**config.mk**
```make
export PLATFORM = sky130hd
export DESIGN_NAME = lsp_link_status_regs
export DESIGN_NICKNAME = d
export VERILOG_FILES = /design/src/logic/lsp_pkg.sv /design/src/logic/lsp_link_status_regs.sv /design/src/logic/lsp_sticky.sv
export SDC_FILE = /design/constraint.sdc
export NUM_CORES = 1
export LEC_CHECK = 0
export ABC_AREA = 1
export BUFFER_PORTS_ARGS = -buffer_cell sky130_fd_sc_hd__buf_4
export CORE_MARGIN = 10
export CORE_UTILIZATION = 55
export DETAILED_ROUTE_END_ITERATION = 12
export PLACE_DENSITY = 0.92
export SYNTH_ARGS = -nofsm -noshare
export SYNTH_HDL_FRONTEND = slang
export SYNTH_HIERARCHICAL = 1
export SYNTH_SLANG_ARGS = --single-unit
```
**constraint.sdc**
```tcl
create_clock -name clock -period 1.55 [get_ports clock]
set_input_delay 0.0775 -clock clock [delete_from_list [all_inputs] [get_ports clock]]
set_output_delay 0.0775 -clock clock [all_outputs]
set_load 0.03 [all_outputs]
```
**src/logic/lsp_pkg.sv**
```systemverilog
package lsp_pkg;

    localparam int LSP_ADDR_W_MIN = 10;
    localparam int LSP_ADDR_W_MAX = 12;
    localparam int LSP_DATA_W = 8;

    // Register offsets
    localparam logic [11:0] LSP_OFS_LINK_STATUS = 12'h208;
    localparam logic [11:0] LSP_OFS_CHAN_PD = 12'h209;
    localparam logic [11:0] LSP_OFS_IRQ_STATUS = 12'h2F0;
    localparam logic [11:0] LSP_OFS_IRQ_MASK = 12'h2F1;
    localparam logic [11:0] LSP_OFS_LINK_CTRL = 12'h2F2;

    // Link status field positions
    localparam int LSP_ST_SYNC = 5;
    localparam int LSP_ST_REALIGN = 4;
    localparam int LSP_ST_LMFC = 3;
    localparam int LSP_ST_PLL = 2;

    // Channel power-down field positions
    localparam int LSP_PD_A = 0;
    localparam int LSP_PD_B = 1;

    // Link control field position
    localparam int LSP_CTRL_ENC = 0;

    // Event index in sticky flag vectors and in the interrupt registers
    localparam int LSP_EV_LMFC = 0;
    localparam int LSP_EV_REALIGN = 1;
    localparam int LSP_EV_N = 2;

    // Reset values
    localparam logic [7:0] LSP_RST_CHAN_PD = 8'h00;
    localparam logic [1:0] LSP_RST_IRQ_MASK = 2'h0;
    localparam logic LSP_RST_ENC = 1'b0;

    typedef struct packed {
        logic sync_n;
        logic sysref;
        logic phase_shift;
        logic pll_locked;
    } lsp_link_in_t;

    // Source converter of each digital channel: 0 = channel A, 1 = channel B
    typedef struct packed {
        logic dig_a_src;
        logic dig_b_src;
    } lsp_bind_t;

    typedef struct packed {
        logic adc_a;
        logic adc_b;
        logic dig_a;
        logic dig_b;
        logic link_off;
        logic link_a_run;
        logic b_slots_undef;
    } lsp_pd_out_t;

    typedef struct packed {
        logic [7:0] rdata;
        logic [7:0] chan_pd;
        logic [1:0] irq_mask;
        logic enc_en;
        logic armed;
        lsp_pd_out_t pd;
        logic irq;
    } lsp_state_t;

endpackage

```
**src/logic/lsp_link_status_regs.sv**
```systemverilog
`timescale 1ns/1ps
module lsp_link_status_regs
    import lsp_pkg::*;
#(
    parameter int ADDR_W = 12
) (
    input wire logic clock,
    input wire logic rst_n,
    input wire logic [ADDR_W-1:0] addr,
    input wire logic [7:0] wdata,
    input wire logic wr,
    input wire logic rd,
    output logic [7:0] rdata,
    input wire lsp_link_in_t link_in,
    input wire lsp_bind_t bind_sel,
    output lsp_pd_out_t pd_out,
    output logic irq
);

    if (ADDR_W < LSP_ADDR_W_MIN || ADDR_W > LSP_ADDR_W_MAX) begin : g_chk
        $error("lsp_link_status_regs: ADDR_W out of range");
    end

    lsp_state_t st;
    lsp_state_t next_st;

    logic hit_status;
    logic hit_pd;
    logic hit_irq_stat;
    logic hit_irq_mask;
    logic hit_ctrl;

    logic [LSP_EV_N-1:0] ev_set;
    logic [LSP_EV_N-1:0] flag_clr;
    logic [LSP_EV_N-1:0] flag_q;
    logic [LSP_EV_N-1:0] irq_clr;
    logic [LSP_EV_N-1:0] irq_q;
    logic [7:0] status_word;

    assign hit_status = addr == ADDR_W'(LSP_OFS_LINK_STATUS);
    assign hit_pd = addr == ADDR_W'(LSP_OFS_CHAN_PD);
    assign hit_irq_stat = addr == ADDR_W'(LSP_OFS_IRQ_STATUS);
    assign hit_irq_mask = addr == ADDR_W'(LSP_OFS_IRQ_MASK);
    assign hit_ctrl = addr == ADDR_W'(LSP_OFS_LINK_CTRL);

    // Events; nothing fires while the link subsystem is powered off
    assign ev_set[LSP_EV_LMFC] = link_in.sysref && st.armed && !st.pd.link_off;
    assign ev_set[LSP_EV_REALIGN] = link_in.phase_shift && !st.pd.link_off;

    // Write-one-to-clear; a zero leaves the flag alone
    assign flag_clr[LSP_EV_LMFC] = wr && hit_status && wdata[LSP_ST_LMFC];
    assign flag_clr[LSP_EV_REALIGN] = wr && hit_status && wdata[LSP_ST_REALIGN];

    // Interrupt status clears on read
    assign irq_clr = {LSP_EV_N{rd && hit_irq_stat}};

    lsp_sticky #(
        .W(LSP_EV_N)
    ) u_flags (
        .clock(clock),
        .rst_n(rst_n),
        .set(ev_set),
        .clr(flag_clr),
        .q(flag_q)
    );

    lsp_sticky #(
        .W(LSP_EV_N)
    ) u_irq (
        .clock(clock),
        .rst_n(rst_n),
        .set(ev_set),
        .clr(irq_clr),
        .q(irq_q)
    );

    // Status image; reserved bits read zero, PLL lock reads zero while the link is off
    always_comb begin
        status_word = 8'h00;
        status_word[LSP_ST_SYNC] = link_in.sync_n;
        status_word[LSP_ST_REALIGN] = flag_q[LSP_EV_REALIGN];
        status_word[LSP_ST_LMFC] = flag_q[LSP_EV_LMFC];
        status_word[LSP_ST_PLL] = link_in.pll_locked && !st.pd.link_off;
    end

    always_comb begin
        next_st = st;
        next_st.rdata = 8'h00;

        // Register writes; status writes only reach the clear terms
        if (wr) begin
            if (hit_pd) begin
                // Taken as is; the encoder is expected off here
                next_st.chan_pd = wdata;
            end else if (hit_irq_mask) begin
                next_st.irq_mask = wdata[LSP_EV_N-1:0];
            end else if (hit_ctrl) begin
                next_st.enc_en = wdata[LSP_CTRL_ENC];
                next_st.armed = wdata[LSP_CTRL_ENC] && (st.armed || !st.enc_en);
            end
        end

        // First SYSREF after enabling consumes the arm
        if (ev_set[LSP_EV_LMFC]) begin
            next_st.armed = 1'b0;
        end

        // Register reads, data in the next cycle
        if (rd) begin
            if (hit_status) begin
                next_st.rdata = status_word;
            end else if (hit_pd) begin
                next_st.rdata = st.chan_pd;
            end else if (hit_irq_stat) begin
                next_st.rdata = {6'h00, irq_q};
            end else if (hit_irq_mask) begin
                next_st.rdata = {6'h00, st.irq_mask};
            end else if (hit_ctrl) begin
                next_st.rdata = {7'h00, st.enc_en};
            end else begin
                next_st.rdata = 8'h00;
            end
        end

        // Power-down outputs follow the new register contents
        next_st.pd.adc_a = next_st.chan_pd[LSP_PD_A];
        next_st.pd.adc_b = next_st.chan_pd[LSP_PD_B];
        next_st.pd.dig_a = bind_sel.dig_a_src ? next_st.chan_pd[LSP_PD_B]
                                              : next_st.chan_pd[LSP_PD_A];
        next_st.pd.dig_b = bind_sel.dig_b_src ? next_st.chan_pd[LSP_PD_B]
                                              : next_st.chan_pd[LSP_PD_A];
        next_st.pd.link_off = next_st.chan_pd[LSP_PD_A] && next_st.chan_pd[LSP_PD_B];
        next_st.pd.link_a_run = next_st.enc_en && !next_st.pd.link_off;
        next_st.pd.b_slots_undef = next_st.pd.link_a_run && next_st.pd.dig_b;

        // Arm is dropped while the LMFC is powered down
        if (next_st.pd.link_off) begin
            next_st.armed = 1'b0;
        end

        next_st.irq = |(irq_q & st.irq_mask);
    end

    always_ff @(posedge clock or negedge rst_n) begin
        if (!rst_n) begin
            st <= '0;
            st.chan_pd <= LSP_RST_CHAN_PD;
            st.irq_mask <= LSP_RST_IRQ_MASK;
            st.enc_en <= LSP_RST_ENC;
        end else begin
            st <= next_st;
        end
    end

    assign rdata = st.rdata;
    assign pd_out = st.pd;
    assign irq = st.irq;
endmodule

```
**src/logic/lsp_sticky.sv**
```systemverilog
`timescale 1ns/1ps
module lsp_sticky #(
    parameter int W = 2
) (
    input wire logic clock,
    input wire logic rst_n,
    input wire logic [W-1:0] set,
    input wire logic [W-1:0] clr,
    output logic [W-1:0] q
);

    typedef struct packed {
        logic [W-1:0] q;
    } lsp_sticky_st_t;

    lsp_sticky_st_t st;
    lsp_sticky_st_t next_st;

    if (W < 1) begin : g_chk
        $error("lsp_sticky needs W of at least one");
    end

    // Set wins over a clear in the same cycle
    always_comb begin
        next_st = st;
        for (int i = 0; i < W; i++) begin
            if (set[i]) begin
                next_st.q[i] = 1'b1;
            end else if (clr[i]) begin
                next_st.q[i] = 1'b0;
            end
        end
    end

    always_ff @(posedge clock or negedge rst_n) begin
        if (!rst_n) begin
            st <= '0;
        end else begin
            st <= next_st;
        end
    end

    assign q = st.q;
endmodule

```
==> impl_metrics.ini, run 1 <==
[sta]
timing.final.crit_share_pct = 71.84
fin_skew_ns = 0.01001
slew_headroom_pct = 75.43
rsz0062_at_grt = false
maxClockFrequency_ghz = 0.8981
report.final.setup_viol = 0
final.setup.tns_ns = 0
report.final.slew_viol_count = 0
fin_worst_hold_slack_ns = 0.02297
worst-slew-pin-transition_ns = 0.3686
period_needed_ns = 1.114
final_hold_viol_count = 0

[final_layout]
area_delta_synth_final_pct = 24.71
n_antenna_cell = 0
fillCellCount = 224
final_cell_count_no_fill = 271
nNetsFinal = 269
finish.instance_area_mm2 = 0.002039
layout-drive-gt1-share_pct = 31.67

[global_routing]
grt_max_degree = 31
grt_first_pass_wirelength_mm = 5.961
gr_overflow_total = 0
met3_usage_pct = 4.920
grt-busiest-layer = met2
first_global_vias = 1387
global_route.usage.met1_pct = 14.75
grt_usage_pct = 13.88
antenna_found_initial = 0
grt_use_met2_pct = 24.69

[clocking]
clock_tree.root_cell = sky130_fd_sc_hd__clkbuf_4
clk_path_buf_depth = 2
post_cts_resize_count = 0
htree_levels = 2
cts_tree = built
clock_sinks = 30
clk_pin_slew_ns = 0.09
clk_latency_ns = 0.33
cts_buffers = 5

[synth]
synth_top_cell_by_area = sky130_fd_sc_hd__dfrtp_1
synth.yosys.warnings = 6
synth.lib_cells_used.distinct = 22
ys_top_cells_by_count = sky130_fd_sc_hd__nand2_1 (39), sky130_fd_sc_hd__inv_1 (37), sky130_fd_sc_hd__dfrtp_1 (30)
postSynthRegisterBits = 30
postSynthCellCount = 196
synth-main-ff-cell = sky130_fd_sc_hd__dfrtp_1
async_reset_ff_share_pct = 100.0
synth_edf_count = 0
post_synth.cell_area_avg_um2 = 8.343
synth_area_mm2 = 0.001635
synth_seq_area_share_pct = 45.91
synthDominantCellAreaShare_pct = 45.91
synth.most_common_cell = sky130_fd_sc_hd__nand2_1
post_synth_main_area_contributors = sky130_fd_sc_hd__dfrtp_1 (46%), sky130_fd_sc_hd__nand2_1 (9.0%), sky130_fd_sc_hd__inv_1 (8.5%)
mappedNetlistNets = 226

[setup_path]
critical-path-slowest-cell = sky130_fd_sc_hd__nand3_2
required_arrival_time_at_the_worst_endpoint_ns = 1.82
worstPathArrival_ns = 1.38
reg2reg_from = st[12]$_DFF_PN0_
type_of_element_launching_the_critical_path = input port
r2r.worst_path.cells = 6
rrSetupSlack_ns = 0.56
worst_path_most_repeated_cell = sky130_fd_sc_hd__nand2_1
timing.critical_path.slowest_cell_delay_ns = 0.30
worstPathMaxFanout = 11
cell_chain_of_the_critical_path = buf_4 -> nor2_1 -> nand2_1 -> nor2_4 -> nand3_2 -> nand2_1 -> nand2_2 -> nand2_4 -> inv_2 -> nor2_2
timing.setup.critical_path_class = in2reg
critical_path.endpoint_type = flip-flop
timing.rr.end = pd_out[0]$_DFF_PN0_

[place]
placedInstanceArea_mm2 = 0.001881
routabilityCongestion = 0.8238
place.detailed.hpwl_mm = 2.759
post-place-cells = 255
port_buffer_count = 45

[job]
maxCapViolCount = 0

[floorplanning]
starting_utilization_of_the_core_area_pct = 58.30
dieArea_mm2 = 0.005555
dieHeight_um = 74.53
core.rowCount = 19
io_pins = 46
chipWidth_um = 74.53
core_mm2 = 0.002805

[drt]
drt_drc_violations_left = 0
routed_wire_length_per_instance_um = 13.54
detail-route-antenna-nets = 0
drt-total-wl_mm = 3.670
via_count = 1330
first_iter_violations = 96
route.detailed.vias_per_inst = 4.908
detailedRoute.firstPassIterationCount = 4

[power]
combinationalPowerShare_pct = 10.9
pwr_density_mw_per_mm2 = 749.6
p_seq_share_pct = 52.1
cellInternalPower_w = 0.001184
switching_power_w = 0.0003451
p_sw_share_pct = 22.57
share_clk_of_total_power_pct = 37.0
post-layout-total-power_w = 0.001529
worst_ir_drop_vdd_mv = 0.5113
leakage_power_nw = 1.148

[worst_hold_path]
hold_depth = 3
kind_of_path_behind_the_tightest_hold_check = in2reg
min_delay_worst_endpoint = rdata[2]$_DFF_PN0_
timing.hold.worst.start = link_in[0]

[run_status]
outcome = finished, final reports clean
metal layers:
layer,up-vias,share of wire (%)
li1,670,-
met3,4,8.4
met5,-,0
met1,612,40
met2,44,50
met4,0,0.84
logic make-up after synthesis:
group	synth area share, %
AO/OA/AOI/OAI	4.973
buffers and inverters	16.76
flip-flops	45.91
multiplexers	3.673
AND/OR/NAND/NOR	28.69
final cells by class:
type	instances	area, µm²	share of cell area, %
Inverter	38	142.6	6.994
Tap cell	31	38.79	1.902
Sequential cell	30	750.7	36.81
Multi-Input combinational cell	111	610.6	29.94
Timing Repair Buffer	53	417.9	20.49
Clock buffer	8	78.83	3.865
registers in the layout, indices dropped and copies added (netlist names):
signal / flops
st: 12
rdata: 8
pd_out: 5
u_flags/q: 2
u_irq/q: 2
irq: 1
worst max-delay path by stage:
stage                     startpoint             endpoint  slack (ns)  cells past startpoint
final                        addr[6]    st[8]$_DFFE_PN0P_        0.44                     10
after global routing         addr[8]    st[8]$_DFFE_PN0P_        0.33                     10
after global placement       addr[6]  pd_out[0]$_DFF_PN0_        0.18                     10
after detailed placement     addr[6]  pd_out[0]$_DFF_PN0_        0.09                     10
after CTS                    addr[6]    st[8]$_DFFE_PN0P_        0.45                     10
after floorplan              addr[6]   st[14]$_DFFE_PN0P_        0.50                      6
stage by stage:
stage	setup slack, ns	utilization (%)
global route	0.3323	72.70
global placement	0.1776	67.04
finish	0.4365	72.70
floorplan	0.5039	-
CTS	0.4508	72.70
detailed placement	0.09372	67.04
layout by cell type, fill, tap and decap left out:
cell type	netlist	routed
sky130_fd_sc_hd__nor2_4	3	3
sky130_fd_sc_hd__o21ai_1	3	3
sky130_fd_sc_hd__inv_1	37	37
sky130_fd_sc_hd__nand2_2	7	7
sky130_fd_sc_hd__dfrtp_1	30	30
sky130_fd_sc_hd__mux2_4	4	4
sky130_fd_sc_hd__nand4_1	5	5
sky130_fd_sc_hd__nand2_1	39	39
sky130_fd_sc_hd__a22o_1	1	1
sky130_fd_sc_hd__nor3_1	3	3
sky130_fd_sc_hd__a21oi_1	6	6
sky130_fd_sc_hd__nand3_1	14	14
sky130_fd_sc_hd__inv_2	1	1
sky130_fd_sc_hd__nor2_2	3	3
sky130_fd_sc_hd__nand2_4	3	3
sky130_fd_sc_hd__clkbuf_8	0	3
sky130_fd_sc_hd__nand3_4	1	1
sky130_fd_sc_hd__o21a_1	1	1
sky130_fd_sc_hd__o21ai_0	4	4
sky130_fd_sc_hd__clkbuf_4	0	5
sky130_fd_sc_hd__buf_4	16	45
sky130_fd_sc_hd__nor2_1	13	13
sky130_fd_sc_hd__nand3_2	1	1
sky130_fd_sc_hd__dlygate4sd3_1	0	8
repair_timing:
item                                   4_1_cts  5_1_grt
endpoints found under the hold margin       37        0
hold buffers                                 8        0
buffers inserted                             0        0
power by group through the flow:
stage	registers [W]	logic (W)	clock network, W
floorplan	0.000812	0.0000626	0
global placement	0.000813	0.000147	0
detailed placement	0.000813	0.000150	0
CTS	0.000797	0.000167	0.000581
global route	0.000800	0.000186	0.000617
finish	0.000797	0.000166	0.000565
critical path, delay by kind of cell:
| kind | cells | cell delay, ns |
|---|---|---|
| simple gates | 8 | 1.14 |
| buf+inv | 2 | 0.15 |
Power figures use the tool's default switching activity.
==> inputs of run 2 (changes only) <==
- CORE_UTILIZATION: 55 -> 46
- PLACE_DENSITY: 0.92 -> 0.83
- clock period: 1.55 -> 0.9 ns (I/O delays scaled with it)
==> impl_metrics.ini, run 2 (same netlist as run 1, synthesis figures left out) <==
[clocking]
clk_latency_ns = 0.33
cts_tree = built
clk_path_buf_depth = 2
clock_tree.root_cell = sky130_fd_sc_hd__clkbuf_4
clock_sinks = 30
htree_levels = 2
clk_pin_slew_ns = 0.09
cts_buffers = 5

[global_routing]
grt_usage_pct = 12.56
grt_max_degree = 31
gr_overflow_total = 0
first_global_vias = 1441
antenna_found_initial = 0
grt_first_pass_wirelength_mm = 6.348

[drt]
drt-total-wl_mm = 3.702
detailedRoute.firstPassIterationCount = 4
first_iter_violations = 60
via_count = 1389
route.detailed.vias_per_inst = 4.554
routed_wire_length_per_instance_um = 12.14
detail-route-antenna-nets = 0
drt_drc_violations_left = 0

[run_status]
outcome = finished with violations
failed_checks = negative setup slack

[final_layout]
area_delta_synth_final_pct = 42.08
nNetsFinal = 288
top_library_cells_by_usage_in_the_layout_fill_and_taps_aside = sky130_fd_sc_hd__buf_4 (41), sky130_fd_sc_hd__nand2_1 (34), sky130_fd_sc_hd__dfrtp_1 (30), sky130_fd_sc_hd__inv_1 (28), sky130_fd_sc_hd__buf_6 (18)
finish.instance_area_mm2 = 0.002323
largest_register_ffs = 12
layout-drive-gt1-share_pct = 42.08
max_flop_register = st
n_antenna_cell = 0
mostFrequentLayoutCell = sky130_fd_sc_hd__buf_4
final_cell_count_no_fill = 305

[sta]
fin_worst_hold_slack_ns = 0.01067
timing.final.crit_share_pct = 114.4
final_hold_viol_count = 0
period_needed_ns = 1.029
report.final.setup_viol = 11
maxClockFrequency_ghz = 0.9715
worst-slew-pin-transition_ns = 0.3758
slew_headroom_pct = 74.95
final.setup.tns_ns = -0.4462
rsz0062_at_grt = true
setup_slack_ns = -0.1293
fin_skew_ns = 0.006973
report.final.slew_viol_count = 0

[place]
place.detailed.hpwl_mm = 2.780
post-place-cells = 282
port_buffer_count = 45
routabilityCongestion = 0.8573
placedInstanceArea_mm2 = 0.002034

[floorplanning]
core.rowCount = 21
chipWidth_um = 79.63
core_mm2 = 0.003390
io_pins = 46
dieArea_mm2 = 0.006340
dieHeight_um = 79.63
starting_utilization_of_the_core_area_pct = 48.25

[worst_hold_path]
kind_of_path_behind_the_tightest_hold_check = in2reg

[power]
pwr_density_mw_per_mm2 = 1090
leakage_power_nw = 1.245
worst_ir_drop_vdd_mv = 0.8611

[setup_path]
critical_path.endpoint_type = output port
required_arrival_time_at_the_worst_endpoint_ns = 0.85
worstPathArrival_ns = 0.98
worstPathMaxFanout = 2
type_of_element_launching_the_critical_path = flip-flop
timing.setup.critical_path_class = reg2out

[job]
maxCapViolCount = 0
[run 2: cell count changes in the layout (fill, tap and decap cells not counted), moves of 4 or more]
cell	before	now
sky130_fd_sc_hd__buf_6	0	18
sky130_fd_sc_hd__inv_2	1	7
sky130_fd_sc_hd__dlygate4sd3_1	8	12
sky130_fd_sc_hd__nand2_2	7	12
sky130_fd_sc_hd__nand2_1	39	34
sky130_fd_sc_hd__inv_1	37	28
sky130_fd_sc_hd__buf_4	45	41
[run 2: final cells by class]
type	count	area, µm²
timing repair buffer	72	650.6
fill	258	1066
clock buffer	7	55.05
tap	46	57.56
clock inverter	1	5.005
inverter	38	157.7
multi-input combinational	111	646.9
sequential	30	750.7
[run 2: critical path: stages (launching register included)]
cell and delay [ns]:
sky130_fd_sc_hd__dfrtp_1 0.41, sky130_fd_sc_hd__buf_6 0.12, sky130_fd_sc_hd__buf_6 0.13
[run 2: path summary, 6_finish.rpt]
path                                               start                  endpoint  slack (ns)  depth (start not counted)
max in group asynchronous                          rst_n    u_irq/q[1]$_DFFE_PN0P_        0.44                          2
min in group asynchronous                          rst_n        st[14]$_DFFE_PN0P_        0.18                          2
worst max register to register          st[12]$_DFF_PN0_       pd_out[0]$_DFF_PN0_       -0.10                          7
worst max-delay path                    st[12]$_DFF_PN0_                 pd_out[6]       -0.13                          2
worst min register to register  u_flags/q[0]$_DFFE_PN0P_  u_flags/q[0]$_DFFE_PN0P_        0.48                          2
worst min-delay path                          link_in[1]  u_flags/q[1]$_DFFE_PN0P_        0.01                          5
[run 2: where the power goes]
group	internal (W)	switching, W	total (W)	leakage [nW]
Sequential	0.00136	0.0000112	0.00137	0.398
Clock	0.000378	0.000439	0.000817	0.0353
Combinational	0.000179	0.000162	0.000341	0.812
[run 2: per-layer routing]
layer | global-route usage (%) | vias up | wire, µm
met5 | 0 | - | 0
met2 | 20.39 | 37 | 1777
met1 | 14.07 | 633 | 1574
li1 | - | 712 | -
met4 | 5.376 | 0 | 66
met3 | 5.293 | 7 | 283
[run 2: through the flow]
| stage | utilization (%) | setup WS (ns) | power [W] |
|---|---|---|---|
| global route | 68.55 | -0.1556 | 0.002664 |
| CTS | 67.37 | -0.1400 | 0.002555 |
| floorplan | - | -0.09318 | 0.001515 |
| detailed placement | 60.02 | -0.3017 | 0.001694 |
| global placement | 60.02 | -0.2775 | 0.001689 |
| finish | 68.55 | -0.1293 | 0.002533 |
[run 2: what timing repair did]
action	CTS	global route
gates resized for setup	19	11
pin swaps	1	4
buffers inserted	2	1
setup endpoints to repair	19	30
hold buffers	11	1
hold endpoints to repair	40	1
